==> src/sam_defines.vh <==
/*
 Constants for the servo alarm manager: alarm codes, history size,
 setup-word bit positions, panel command values and overload timing.
 Included by the alarm manager and its overload integrator.
*/
`ifndef SAM_DEFINES_VH
`define SAM_DEFINES_VH

`define SAM_CODE_W          8
`define SAM_CODE_NONE       8'h00
`define SAM_CODE_OVERCUR    8'h10
`define SAM_CODE_OVL_HIGH   8'h71
`define SAM_CODE_OVL_LOW    8'h72
`define SAM_CODE_RESET_MARK 8'h99
`define SAM_ALO_OVERCUR     3'h1
`define SAM_ALO_OVERLOAD    3'h7
`define SAM_ALO_OTHER       3'h0
`define SAM_HIST_DEPTH      10
`define SAM_IDX_W           4
`define SAM_BIT_ALWAYS_ON   0
`define SAM_BIT_FWD_IGNORE  2
`define SAM_BIT_REV_IGNORE  3
`define SAM_SYSCHK_PARAM    8'h00
`define SAM_SYSCHK_CLRHIST  8'h02
`define SAM_TRIP_MS         3000
`define SAM_CLK_KHZ         200000
`define SAM_LOAD_W          9
`define SAM_RATED_LOAD      9'h064
`define SAM_MAX_LOAD        9'h1ff
`define SAM_HIGH_LOAD       9'h087
`define SAM_TRIP_EXCESS     48'd200

`endif

==> src/sam_alarm_manager.v <==
/*
 Servo alarm manager: latches faults, drives the active-low alarm and
 code outputs, keeps a ten-entry history and gates motion.
 Assumes external inputs are asynchronous pins; the panel command and
 fault strobes come from logic on clk.
*/
`timescale 1ns/1ps
`include "sam_defines.vh"

module sam_alarm_manager #(
	parameter TRIP_CYCLES = (`SAM_TRIP_MS * `SAM_CLK_KHZ),
	parameter DEPTH       = `SAM_HIST_DEPTH
) (
	input  wire                   clk,
	input  wire                   rstn,
	input  wire                   powerUp,
	input  wire                   alarmResetIn,
	input  wire                   runIn,
	input  wire                   fwdTravelLimit,
	input  wire                   revTravelLimit,
	input  wire                   positionErrorClear,
	input  wire                   positionLockInput,
	input  wire                   positionMode,
	input  wire [7:0]             servoSetupWord,
	input  wire                   faultValid,
	input  wire [`SAM_CODE_W-1:0] faultCode,
	input  wire [`SAM_LOAD_W-1:0] loadPct,
	input  wire                   panelReset,
	input  wire                   keyUp,
	input  wire                   keyDown,
	input  wire                   keyModeSet,
	input  wire [7:0]             systemCheckParam,
	input  wire [7:0]             paramData,
	input  wire                   paramEditing,
	output reg                    alarmOutN,
	output reg  [2:0]             alarmCodeOut,
	output reg                    driveEnable,
	output reg                    motionAllowed,
	output reg                    alarmActive,
	output reg  [`SAM_CODE_W-1:0] displayCode,
	output reg                    historyMode,
	output reg  [`SAM_IDX_W-1:0]  historyIndex,
	output reg  [`SAM_CODE_W-1:0] historyCode
);
	localparam ST_NORMAL = 2'h0;
	localparam ST_ALARM  = 2'h1;
	localparam ST_HOLD   = 2'h2;

	// Pin synchronisers
	reg  [6:0] syncA;
	reg  [6:0] syncB;
	wire [6:0] pins = {alarmResetIn, runIn, fwdTravelLimit, revTravelLimit,
	                   positionErrorClear, positionLockInput, powerUp};
	always @(posedge clk or negedge rstn) begin
		if (!rstn) begin
			syncA <= 7'h0;
			syncB <= 7'h0;
		end else begin
			syncA <= pins;
			syncB <= syncA;
		end
	end
	wire rstSync   = syncB[6];
	wire runSync   = syncB[5];
	wire fwdOk     = syncB[4];
	wire revOk     = syncB[3];
	wire ecrSync   = syncB[2];
	wire lockSync  = syncB[1];
	wire powerSync = syncB[0];

	reg rstPrev;
	reg powerPrev;
	always @(posedge clk or negedge rstn) begin
		if (!rstn) begin
			rstPrev   <= 1'b0;
			powerPrev <= 1'b0;
		end else begin
			rstPrev   <= rstSync;
			powerPrev <= powerSync;
		end
	end
	wire rstRise   = rstSync & ~rstPrev;
	wire powerRise = powerSync & ~powerPrev;

	// Overload integrator
	wire ovlTrip;
	wire ovlHigh;
	reg  clearNow;
	sam_overload #(
		.TRIP_CYCLES (TRIP_CYCLES)
	) uOverload (
		.clk      (clk),
		.rstn     (rstn),
		.loadPct  (loadPct),
		.clear    (clearNow),
		.trip     (ovlTrip),
		.tripHigh (ovlHigh)
	);
	reg ovlPrev;
	always @(posedge clk or negedge rstn) begin
		if (!rstn)
			ovlPrev <= 1'b0;
		else
			ovlPrev <= ovlTrip;
	end
	wire ovlEvent = ovlTrip & ~ovlPrev;

	wire                   newFault = faultValid | ovlEvent;
	wire [`SAM_CODE_W-1:0] newCode  = faultValid ? faultCode :
		(ovlHigh ? `SAM_CODE_OVL_HIGH : `SAM_CODE_OVL_LOW);

	// Latched alarm and clearing
	reg [1:0]             state;
	reg [1:0]             next_state;
	reg [`SAM_CODE_W-1:0] latchedCode;
	wire isOvercur   = latchedCode == `SAM_CODE_OVERCUR;
	wire clearByPin  = rstRise | panelReset;
	wire clearByPwr  = powerRise & ~isOvercur;
	wire histErase   = keyModeSet & paramEditing &
	                   (systemCheckParam == `SAM_SYSCHK_PARAM) &
	                   (paramData == `SAM_SYSCHK_CLRHIST);

	always @* begin
		next_state = state;
		clearNow   = 1'b0;
		case (state)
			ST_NORMAL: begin
				if (newFault)
					next_state = rstSync ? ST_HOLD : ST_ALARM;
			end
			ST_ALARM: begin
				if (clearByPin | clearByPwr) begin
					next_state = ST_NORMAL;
					clearNow   = 1'b1;
				end
			end
			ST_HOLD: begin
				// Reset input must first go low before a clear counts
				if (!rstSync)
					next_state = ST_ALARM;
			end
			default: next_state = ST_NORMAL;
		endcase
	end

	always @(posedge clk or negedge rstn) begin
		if (!rstn) begin
			state       <= ST_NORMAL;
			latchedCode <= `SAM_CODE_NONE;
		end else begin
			state <= next_state;
			if (state == ST_NORMAL && newFault)
				latchedCode <= newCode;
			else if (clearNow)
				latchedCode <= `SAM_CODE_NONE;
		end
	end

	function [2:0] codeGroup;
		input [`SAM_CODE_W-1:0] c;
		begin
			if (c == `SAM_CODE_OVERCUR)
				codeGroup = `SAM_ALO_OVERCUR;
			else if (c == `SAM_CODE_OVL_HIGH || c == `SAM_CODE_OVL_LOW)
				codeGroup = `SAM_ALO_OVERLOAD;
			else
				codeGroup = `SAM_ALO_OTHER;
		end
	endfunction

	// Motion gating
	wire alarmNow  = next_state != ST_NORMAL;
	wire servoOn   = servoSetupWord[`SAM_BIT_ALWAYS_ON] | runSync;
	wire limitsOk  = (fwdOk | servoSetupWord[`SAM_BIT_FWD_IGNORE]) &
	                 (revOk | servoSetupWord[`SAM_BIT_REV_IGNORE]);
	wire holdPos   = positionMode & ecrSync;
	wire holdSpeed = ~positionMode & lockSync;

	always @(posedge clk or negedge rstn) begin
		if (!rstn) begin
			alarmOutN     <= 1'b0;
			alarmCodeOut  <= 3'h0;
			driveEnable   <= 1'b0;
			motionAllowed <= 1'b0;
			alarmActive   <= 1'b0;
			displayCode   <= `SAM_CODE_NONE;
		end else begin
			alarmOutN     <= ~alarmNow;
			alarmCodeOut  <= alarmNow ?
				codeGroup((state == ST_NORMAL) ? newCode : latchedCode) : 3'h0;
			driveEnable   <= ~alarmNow & servoOn;
			motionAllowed <= ~alarmNow & servoOn & limitsOk & ~holdPos & ~holdSpeed;
			alarmActive   <= alarmNow;
			displayCode   <= (state == ST_NORMAL) ?
				(newFault ? newCode : `SAM_CODE_NONE) : latchedCode;
		end
	end

	// History: entry 0 newest, shift-in drops the oldest
	reg  [`SAM_CODE_W-1:0] hist [0:DEPTH-1];
	reg  [`SAM_IDX_W-1:0]  histCount;
	wire faultPush = state == ST_NORMAL && newFault;
	wire markPush  = clearNow | powerRise;
	wire histPush  = faultPush | markPush;
	wire [`SAM_CODE_W-1:0] pushCode = faultPush ? newCode : `SAM_CODE_RESET_MARK;

	genvar gi;
	generate
		for (gi = 0; gi < DEPTH; gi = gi + 1) begin : gHist
			always @(posedge clk or negedge rstn) begin
				if (!rstn)
					hist[gi] <= `SAM_CODE_NONE;
				else if (histErase)
					hist[gi] <= (gi == 0 && histPush) ? pushCode : `SAM_CODE_NONE;
				else if (histPush) begin
					if (gi == 0)
						hist[gi] <= pushCode;
					else
						hist[gi] <= hist[gi-1];
				end
			end
		end
	endgenerate

	always @(posedge clk or negedge rstn) begin
		if (!rstn)
			histCount <= {`SAM_IDX_W{1'b0}};
		else if (histErase)
			histCount <= {{(`SAM_IDX_W-1){1'b0}}, histPush};
		else if (histPush && histCount != DEPTH[`SAM_IDX_W-1:0])
			histCount <= histCount + 1'b1;
	end

	// Panel paging; mode key toggles history display
	always @(posedge clk or negedge rstn) begin
		if (!rstn) begin
			historyMode  <= 1'b0;
			historyIndex <= {`SAM_IDX_W{1'b0}};
			historyCode  <= `SAM_CODE_NONE;
		end else begin
			if (keyModeSet && !paramEditing) begin
				historyMode  <= ~historyMode;
				historyIndex <= {`SAM_IDX_W{1'b0}};
			end else if (historyMode && keyUp &&
			             historyIndex != DEPTH[`SAM_IDX_W-1:0] - 1'b1)
				historyIndex <= historyIndex + 1'b1;
			else if (historyMode && keyDown && historyIndex != {`SAM_IDX_W{1'b0}})
				historyIndex <= historyIndex - 1'b1;
			historyCode <= (historyIndex < histCount) ? hist[historyIndex] : `SAM_CODE_NONE;
		end
	end
endmodule // sam_alarm_manager

==> src/sam_overload.v <==
/*
 Overload integrator: accumulates load excess over the rated level and
 leaks while below it. Trips once the sum reaches the budget for a three
 times rated load held for the trip time.
 Assumes load arrives as a synchronous percentage of rated current.
*/
`timescale 1ns/1ps
`include "sam_defines.vh"

module sam_overload #(
	parameter TRIP_CYCLES = (`SAM_TRIP_MS * `SAM_CLK_KHZ)
) (
	input  wire                   clk,
	input  wire                   rstn,
	input  wire [`SAM_LOAD_W-1:0] loadPct,
	input  wire                   clear,
	output reg                    trip,
	output reg                    tripHigh
);
	// Budget: excess of 200 percent held for the trip time
	localparam [47:0] BUDGET = `SAM_TRIP_EXCESS * TRIP_CYCLES;
	reg  [47:0] heat;
	// Nine bits so that three times rated load is representable
	wire [`SAM_LOAD_W-1:0] excess = loadPct - `SAM_RATED_LOAD;
	wire        over   = loadPct > `SAM_RATED_LOAD;

	always @(posedge clk or negedge rstn) begin
		if (!rstn) begin
			heat     <= 48'h0;
			trip     <= 1'b0;
			tripHigh <= 1'b0;
		end else if (clear) begin
			heat     <= 48'h0;
			// A trip reached in the clearing cycle wins over the clear
			trip     <= heat >= BUDGET && !trip;
			tripHigh <= loadPct > `SAM_HIGH_LOAD;
		end else begin
			if (over)
				heat <= heat + {39'h0, excess};
			else if (heat != 48'h0)
				heat <= heat - 48'h1;
			if (heat >= BUDGET && !trip) begin
				trip     <= 1'b1;
				tripHigh <= loadPct > `SAM_HIGH_LOAD;
			end
		end
	end
endmodule // sam_overload
==> config.mk <==
export PLATFORM = sky130hd
export DESIGN_NAME = sam_alarm_manager
export DESIGN_NICKNAME = d
export VERILOG_FILES = /design/src/sam_alarm_manager.v /design/src/sam_overload.v
export VERILOG_INCLUDE_DIRS = /design/src
export SDC_FILE = /design/constraint.sdc
export NUM_CORES = 1
export LEC_CHECK = 0
export BUFFER_PORTS_ARGS = -buffer_cell sky130_fd_sc_hd__buf_2
export CAP_MARGIN = 20
export CORE_ASPECT_RATIO = 1.2
export CORE_MARGIN = 10
export CORE_UTILIZATION = 50
export CTS_CLUSTER_DIAMETER = 80
export DETAILED_ROUTE_END_ITERATION = 6
export PLACE_DENSITY_LB_ADDON = 0.15
export SLEW_MARGIN = 15
export SYNTH_ARGS = -nofsm -noshare
export SYNTH_HDL_FRONTEND = slang
export SYNTH_SLANG_ARGS = --single-unit
==> constraint.sdc <==
create_clock -name clk -period 7.1 [get_ports clk]
set_clock_uncertainty 0.2 [all_clocks]
set_input_delay 1.42 -clock clk [delete_from_list [all_inputs] [get_ports clk]]
set_output_delay 1.42 -clock clk [all_outputs]
set_load 0.01 [all_outputs]
# Word-level counts from Yosys, hierarchy flattened
# Cells that the tools add are included.
# totals
regBits	189
latch_bits	0
ram_bits	0
mem_bits_ro	0
inputBits	57
output_inout_bits	28
wordCells	159
memories	0
# classes
add_sub_neg	6
multipliers	0
n_div	0
n_lt_le_gt_ge	5
eq_ne	9
n_shift	0
muxes	55
bitwise_logic	32
n_reduce_logical	22
# op_table
op	count
$mux W8	31
$mux W48	3
$add A48 B9 Y48	1
$ge A48 B37 Y1 const B	1
$reduce_bool A48 Y1	1
$sub A48 B1 Y48 const B	1
$bmux W8 S4	1
$mux W4	5
$eq A8 B5 Y1 const B	2
$eq A8 B7 Y1 const B	2
$and A1 B1 Y1	14
$mux W2	5
$reduce_bool A2 Y1	5
$gt A9 B7 Y1 const B	1
$gt A9 B8 Y1 const B	1
$mux W3	3
$not A1 Y1	9
$sub A9 B7 Y9 const B	1
$add A4 B1 Y4 const B	2
$eq A8 B2 Y1 const B	1
$logic_and A1 B1 Y1	8
$logic_not A8 Y1	1
$ne A4 B4 Y1 const B	2
$or A1 B1 Y1	8
other kinds (13)	20

# Logic depth before layout (Yosys ltp)
# Gate-level depths: netlist of the first run.
# depth
depth_word	12
depth_mapped	19
depth_no_buf	18

# Hierarchy
# Synthesis of the first run repeated with hierarchy kept, for this count alone.
# unflattened
cells_unflattened	1131
hier_area_um2	11260.8
# by_module_without_submodules
module	n_inst	cells_each	area_per_inst_um2	seq_area_each_um2
sam_alarm_manager	1	521	6293.5	3453.3
sam_overload	1	610	4967.3	1251.2

# Least setup slack after synthesis of the first run
# OpenSTA, ideal clock, no wires.
# synth_timing
path_kind	input to register
start	in loadPct[2]
end	reg uOverload.heat[47]
setup_time_ns	0.125
arrival_ns	4.593
t_required_ns	6.775
path_slack_ns	2.182
path_stages	17
path_buffers	1
cell_sequence	inv_1 -> ha_1 -> xnor2_1 -> nor3b_1 -> nor2b_1 -> nand2_1 -> nand2_1 -> ha_1 -> buf_6 -> a21oi_2 -> nor2_1 -> o21ba_1 -> o41a_1 -> nand4_2 -> nand3_2 -> o21ai_1 -> mux2_2
# synth_between
elab_chain_len	4
# synth_lines
item	line	source
from (decl)	sam_alarm_manager.v:27	input wire [`SAM_LOAD_W-1:0] loadPct,
$sub A9 B7 Y9 (no line)	--	
$add A48 B9 Y48	sam_overload.v:39	heat <= heat + {39'h0, excess};
$mux W48	sam_overload.v:38	if (over)
$mux W48	sam_overload.v:32	end else if (clear) begin
to (signal assigned)	sam_overload.v:39	
to (signal assigned)	sam_overload.v:41	heat <= heat - 48'h1;
to (decl)	sam_overload.v:22	reg [47:0] heat;
# Parallel ways exist; a longest one is shown, timed or not.
# A chain may end at the register's enable or synchronous reset.

# Worst setup path after layout of the first run
# Ends and elaborated chain as after synthesis.

==> flow_summary.ini, run 1 <==
[worst_setup_path]
cp.arrival_ns = 5.54
critPathMaxFanout = 8
critPathKind = primary input to flop
rrSetupSlack_ns = 3.66
r2r_end = uOverload.heat[47]$_DFFE_PN0P_
timing.rr.start = uOverload.heat[27]$_DFFE_PN0P_
endpoint_kind = flop
critPathLaunchType = primary input
cp.required_ns = 7.22
startpoint = loadPct[2]
cp-endpoint = uOverload.heat[47]$_DFFE_PN0P_
worstRegToRegCells = 7

[logic_synthesis]
avgSynthCellArea_um2 = 9.84
synthDistinctLibCells = 75
synth_largest_area_cell = dfrtp_1
ys_warn_count = 0
yosysTopAreaCellShare = 0.425
syn_nets = 1246
synth-seq-area-share = 0.425
netlist_area_um2 = 11100
ys_ff_latch = 188
async_flop_share = 1.00
synth_edf_count = 0
syn-instance-count = 1126
synth_ff_type = dfrtp_1
synth.area.top_cells = dfrtp_1, mux2i_1, ha_1

[global_routing]
grt_overflow = 0
grt_start_max_net_pins = 86
first_global_vias = 8750
antenna_found_initial = 2
grtUsageTotal = 0.189
grt_pass1_wl_um = 44100

[floorplan]
core_um2 = 21800
io_pins = 85
dieArea_um2 = 28500
die_w_um = 156
rows = 59
die_h_um = 183
start_util = 0.509

[route]
ant_nets = 0
drtPass1Iterations = 5
remaining_drc_errors = 0
initialDrtViolationCount = 458
vias = 8485
drt-total-wl_um = 26400
avgRoutedWirePerCell_um = 17.9
viasPerCell = 5.76

[flow_run]
max_cap_viol_count = 0

[clock_network]
clkLatencyLatePin_ns = 0.44
clkTransAtPathRegs_ns = 0.07
clock_path_buffers = 2
htreeDepth = 4
numCtsBuffers = 17
postCtsSetupRepairBufs = 0
cts_root_buffer = clkbuf_16
cts.sinks = 188
cts_tree = built
ctsHoldBuffers = 0
cts_resized = 0

[timing]
relSlewSlack = 0.342
finalSetupViolCount = 0
slew_viol_final = 0
setup_tns_ns = 0
worst_pin_slew_ns = 0.988
fmax_mhz = 185
period_minus_slack_ns = 5.41
rsz0062_at_grt = no
hold_viol_final = 0
min_period_over_period = 0.763

[outcome]
status = complete, no violations

[pwr]
p_leak_nw = 5.98
power_mw = 5.09
peakVddDrop_mv = 0.202
p_per_area_nw_per_um2 = 413

[place]
dp.cells = 1439
placed_cell_area_um2 = 11700
gp_congestion = 0.887
port_buffers = 79
dpl.hpwl_um = 19300

[cells_and_area]
fin_nets = 1304
syn_to_final_growth_pct = 11.3
fin_area_um2 = 12300
finish.utilization = 0.566
stdcell_count = 1473
drive_gt1_frac = 0.145

[min_path]
hold_class = flop to flop
## cell type report
type	count	area [µm²]
tap	274	343
fill	1964	9440
inverter	35	131
antenna	2	5.00
clock inverter	14	189
timing repair buffer	89	479
clock buffer	18	429
sequential	188	4710
multi-input combinational	853	6050
## registers in the layout, summed over array words and instances, names as in the netlist, 2 cells and up
register        flops
hist               80
uOverload.heat     48
displayCode         8
historyCode         8
latchedCode         8
syncA               7
syncB               7
histCount           4
historyIndex        4
alarmCodeOut        2
state               2
## power by group
group	total [mW]	leakage, nW	switching [mW]	internal, mW
combinational	2.23	3.43	1.22	1.00
clock	1.00	0.297	0.439	0.564
sequential	1.86	2.25	0.366	1.50
## per-layer routing
layer | track usage | part of all wire | routed length (µm)
met5 | 0 | 0 | 0
met4 | 0.0703 | 0.027 | 705
met3 | 0.0330 | 0.030 | 802
met2 | 0.338 | 0.53 | 13900
met1 | 0.221 | 0.42 | 10900
## cell usage after synthesis (13+ instances only)
cell,n
nor2_1,163
a21oi_1,82
xor2_1,19
mux2i_1,94
dfrtp_1,188
nand3_1,28
mux4_2,16
nor4_1,14
ha_1,61
a21o_1,32
xnor2_1,33
nand4_1,17
o21bai_1,18
clkbuf_1,28
nor3_1,19
nand2_1,79
buf_2,18
and2_1,13
inv_1,34
o21ai_0,31
## kinds of logic (layout without fill, tap and decap cells)
logic type,after synthesis,after routing,share of synthesized area
XOR/XNOR,53,53,0.0426
adder cells (fa/ha/maj),63,63,0.0725
buffers and inverters,85,156,0.0319
other,0,2,0
AO/OA/AOI/OAI,239,239,0.144
multiplexers,112,112,0.119
flip-flops,188,188,0.425
AND/OR/NAND/NOR,386,386,0.164
## placed cells by master (no fill, tap or decap), drive strengths merged, types with 4 or more instances in the layout
master,instances
a211oi,8
a21bo,4
a21o,32
a21oi,85
a22o,5
a31oi,7
and2,14
and3,8
buf,88
clkbuf,19
clkinv,5
dfrtp,188
ha,61
inv,39
mux2i,94
mux4,16
nand2,79
nand2b,9
nand3,29
nand4,19
nor2,164
nor2b,8
nor3,22
nor3b,7
nor4,14
o21ai,40
o21bai,18
o22ai,9
o31ai,4
xnor2,34
xor2,19
## through the flow
step,hold WS [ns],setup WS (ns)
floorplan,0.131,2.18
global route,0.158,1.45
global placement,0.132,1.36
detailed placement,0.135,1.30
CTS,0.152,1.73
finish,0.152,1.69
## critical path, cell delays in order
cell and delay [ns]:
buf_2 0.16, inv_1 0.08, ha_1 0.23, xnor2_1 0.28
nor3b_1 0.38, nor2b_1 0.24, nand2_1 0.11, nand2_1 0.32
ha_1 0.42, a21oi_2 0.22, nor2_1 0.06, o21ba_1 0.20
o41a_1 0.55, nand4_2 0.22, nand3_2 0.12, o21ai_1 0.18
mux2_2 0.34
## how the worst min path moves through the flow
stage,startpoint,to,slack (ns),depth (start not counted)
after CTS,syncA[2]$_DFF_PN0_,syncB[2]$_DFF_PN0_,0.15,0
after floorplan,syncA[0]$_DFF_PN0_,syncB[0]$_DFF_PN0_,0.13,0
after global routing,syncA[3]$_DFF_PN0_,syncB[3]$_DFF_PN0_,0.16,0
after global placement,syncA[4]$_DFF_PN0_,syncB[4]$_DFF_PN0_,0.13,0
final,syncA[2]$_DFF_PN0_,syncB[2]$_DFF_PN0_,0.15,0
after detailed placement,syncA[2]$_DFF_PN0_,syncB[2]$_DFF_PN0_,0.13,0
Power figures use the tool's default switching activity.
==> run 2, diff against run 1 <==
clock period = 5.4 ns   (was 7.1 ns; I/O delays follow)
==> run 2 against run 1 <==
Net effect: global-route usage hardly changed; design area up 0.73%; total power increased by 32%; setup slack lost 1.2 ns; die area stayed put; clock-buffer cell count up 1; largest power group unchanged; highest routed layer unchanged.
==> flow_summary.ini, run 2 (synthesis results as in run 1) <==
[global_routing]
antenna_found_initial = 0
grt_overflow = 0
first_global_vias = 8550
grtUsageTotal = 0.189
grt_pass1_wl_um = 43900
grt_start_max_net_pins = 120

[worst_setup_path]
crit_chain = buf_2, inv_1, ha_1, xnor2_1, nor3b_1, nor2b_1, nand2_1, nand2_1, ha_1, nand2_1, o21ai_0, nand3_1, nand4b_4, nand4_2, buf_4, a21boi_0, o21a_1, nor3_1
startpoint = loadPct[2]
path_buf_inv = 3
r2r_end = uOverload.heat[14]$_DFFE_PN0P_
worstRegToRegCells = 6
critPathMaxFanout = 6
crit_family = simple AND/OR/NAND/NOR gates
cp.arrival_ns = 4.97
cp.required_ns = 5.47
worst_path_largest_cell_delay_ns = 0.38
critPathLaunchType = primary input
rrSetupSlack_ns = 1.86
crit_path_frequent_cell = nand2_1
timing.rr.start = uOverload.heat[27]$_DFFE_PN0P_
critPathKind = primary input to flop
endpoint_kind = flop
cp_slowest_cell = nor3b_1

[outcome]
status = complete, no violations

[clock_network]
htreeDepth = 4
postCtsSetupRepairBufs = 0
cts_root_buffer = clkbuf_16
numCtsBuffers = 17
cts_resized = 0
clkTransAtPathRegs_ns = 0.07
clock_path_buffers = 2
cts.sinks = 188
ctsHoldBuffers = 0
clkLatencyLatePin_ns = 0.43
cts_tree = built

[cells_and_area]
antenna_cells = 0
reg_top3 = hist (80), uOverload.heat (48)
layout_commonest_cell = dfrtp_1
largest_register_ffs = 80
fin_nets = 1315
largest-register = hist
drive_gt1_frac = 0.153
syn_to_final_growth_pct = 12.1
stdcell_count = 1482
final_cell_mix = dfrtp_1, nor2_1, mux2i_1

[floorplan]
die_w_um = 156
die_h_um = 183
dieArea_um2 = 28500
core_um2 = 21800
rows = 59
start_util = 0.509
io_pins = 85

[timing]
relSlewSlack = 0.350
finalSetupViolCount = 0
hold_viol_final = 0
fmax_mhz = 204
period_minus_slack_ns = 4.91
layout_setup_ws_ns = 0.494
rsz0062_at_grt = no
setup_tns_ns = 0
slew_viol_final = 0
min_period_over_period = 0.908
worst_pin_slew_ns = 0.975

[place]
gp_congestion = 0.899
dpl.hpwl_um = 19800
place_ws_ns = 0.0500
dp.cells = 1450
port_buffers = 79

[min_path]
hold_depth = 0
hold_class = flop to flop
holdPathEnd = syncB[0]$_DFF_PN0_
min_from = syncA[0]$_DFF_PN0_

[pwr]
p_per_area_nw_per_um2 = 541
peakVddDrop_mv = 0.281
p_leak_nw = 6.04

[route]
vias = 8515
avgRoutedWirePerCell_um = 18.2
remaining_drc_errors = 0
initialDrtViolationCount = 451
drtPass1Iterations = 5
viasPerCell = 5.75
drt-total-wl_um = 27000
ant_nets = 0

[flow_run]
max_cap_viol_count = 0
-- run 2: final cells by class --
cell class,count,area [µm²]
Clock buffer,19,443
Clock inverter,13,175
Fill cell,1903,9350
Inverter,35,131
Multi-Input combinational cell,853,6050
Sequential cell,188,4710
Tap cell,274,343
Timing Repair Buffer,100,574
-- run 2: stage by stage --
| stage | hold WS, ns | util | power (mW) | instance area (µm²) |
|---|---|---|---|---|
| finish | 0.149 | 0.570 | 6.72 | 12400 |
| global route | 0.160 | 0.570 | 7.23 | 12400 |
| CTS | 0.153 | 0.570 | 6.77 | 12400 |
| detailed placement | 0.136 | 0.542 | 5.45 | 11800 |
| global placement | 0.132 | 0.542 | 5.39 | 11800 |
| floorplan | 0.131 | - | 4.64 | 11100 |
-- run 2: worst max path at each step --
stage / to / slack (ns) / cells past startpoint
CTS: uOverload.heat[39]$_DFFE_PN0P_ / 0.48 / 18
global placement: uOverload.heat[39]$_DFFE_PN0P_ / 0.09 / 18
floorplan: uOverload.heat[47]$_DFFE_PN0P_ / 0.82 / 17
finish: uOverload.heat[39]$_DFFE_PN0P_ / 0.49 / 18
global route: uOverload.heat[39]$_DFFE_PN0P_ / 0.15 / 18
detailed placement: uOverload.heat[39]$_DFFE_PN0P_ / 0.05 / 18
-- run 2: per-layer routing --
layer / global-route usage / vias up / part of all wire
met4: 0.0632 / 0 / 0.022
met2: 0.347 / 128 / 0.54
met1: 0.222 / 4192 / 0.41
met3: 0.0246 / 40 / 0.025
li1: - / 4155 / -
met5: 0 / - / 0
-- run 2: where the power goes --
group | total, mW | internal [mW] | switching [mW] | leakage, nW
Clock | 1.30 | 0.717 | 0.585 | 0.299
Combinational | 3.00 | 1.34 | 1.66 | 3.49
Sequential | 2.42 | 1.97 | 0.450 | 2.25
Total | 6.72 | 4.02 | 2.70 | 6.04
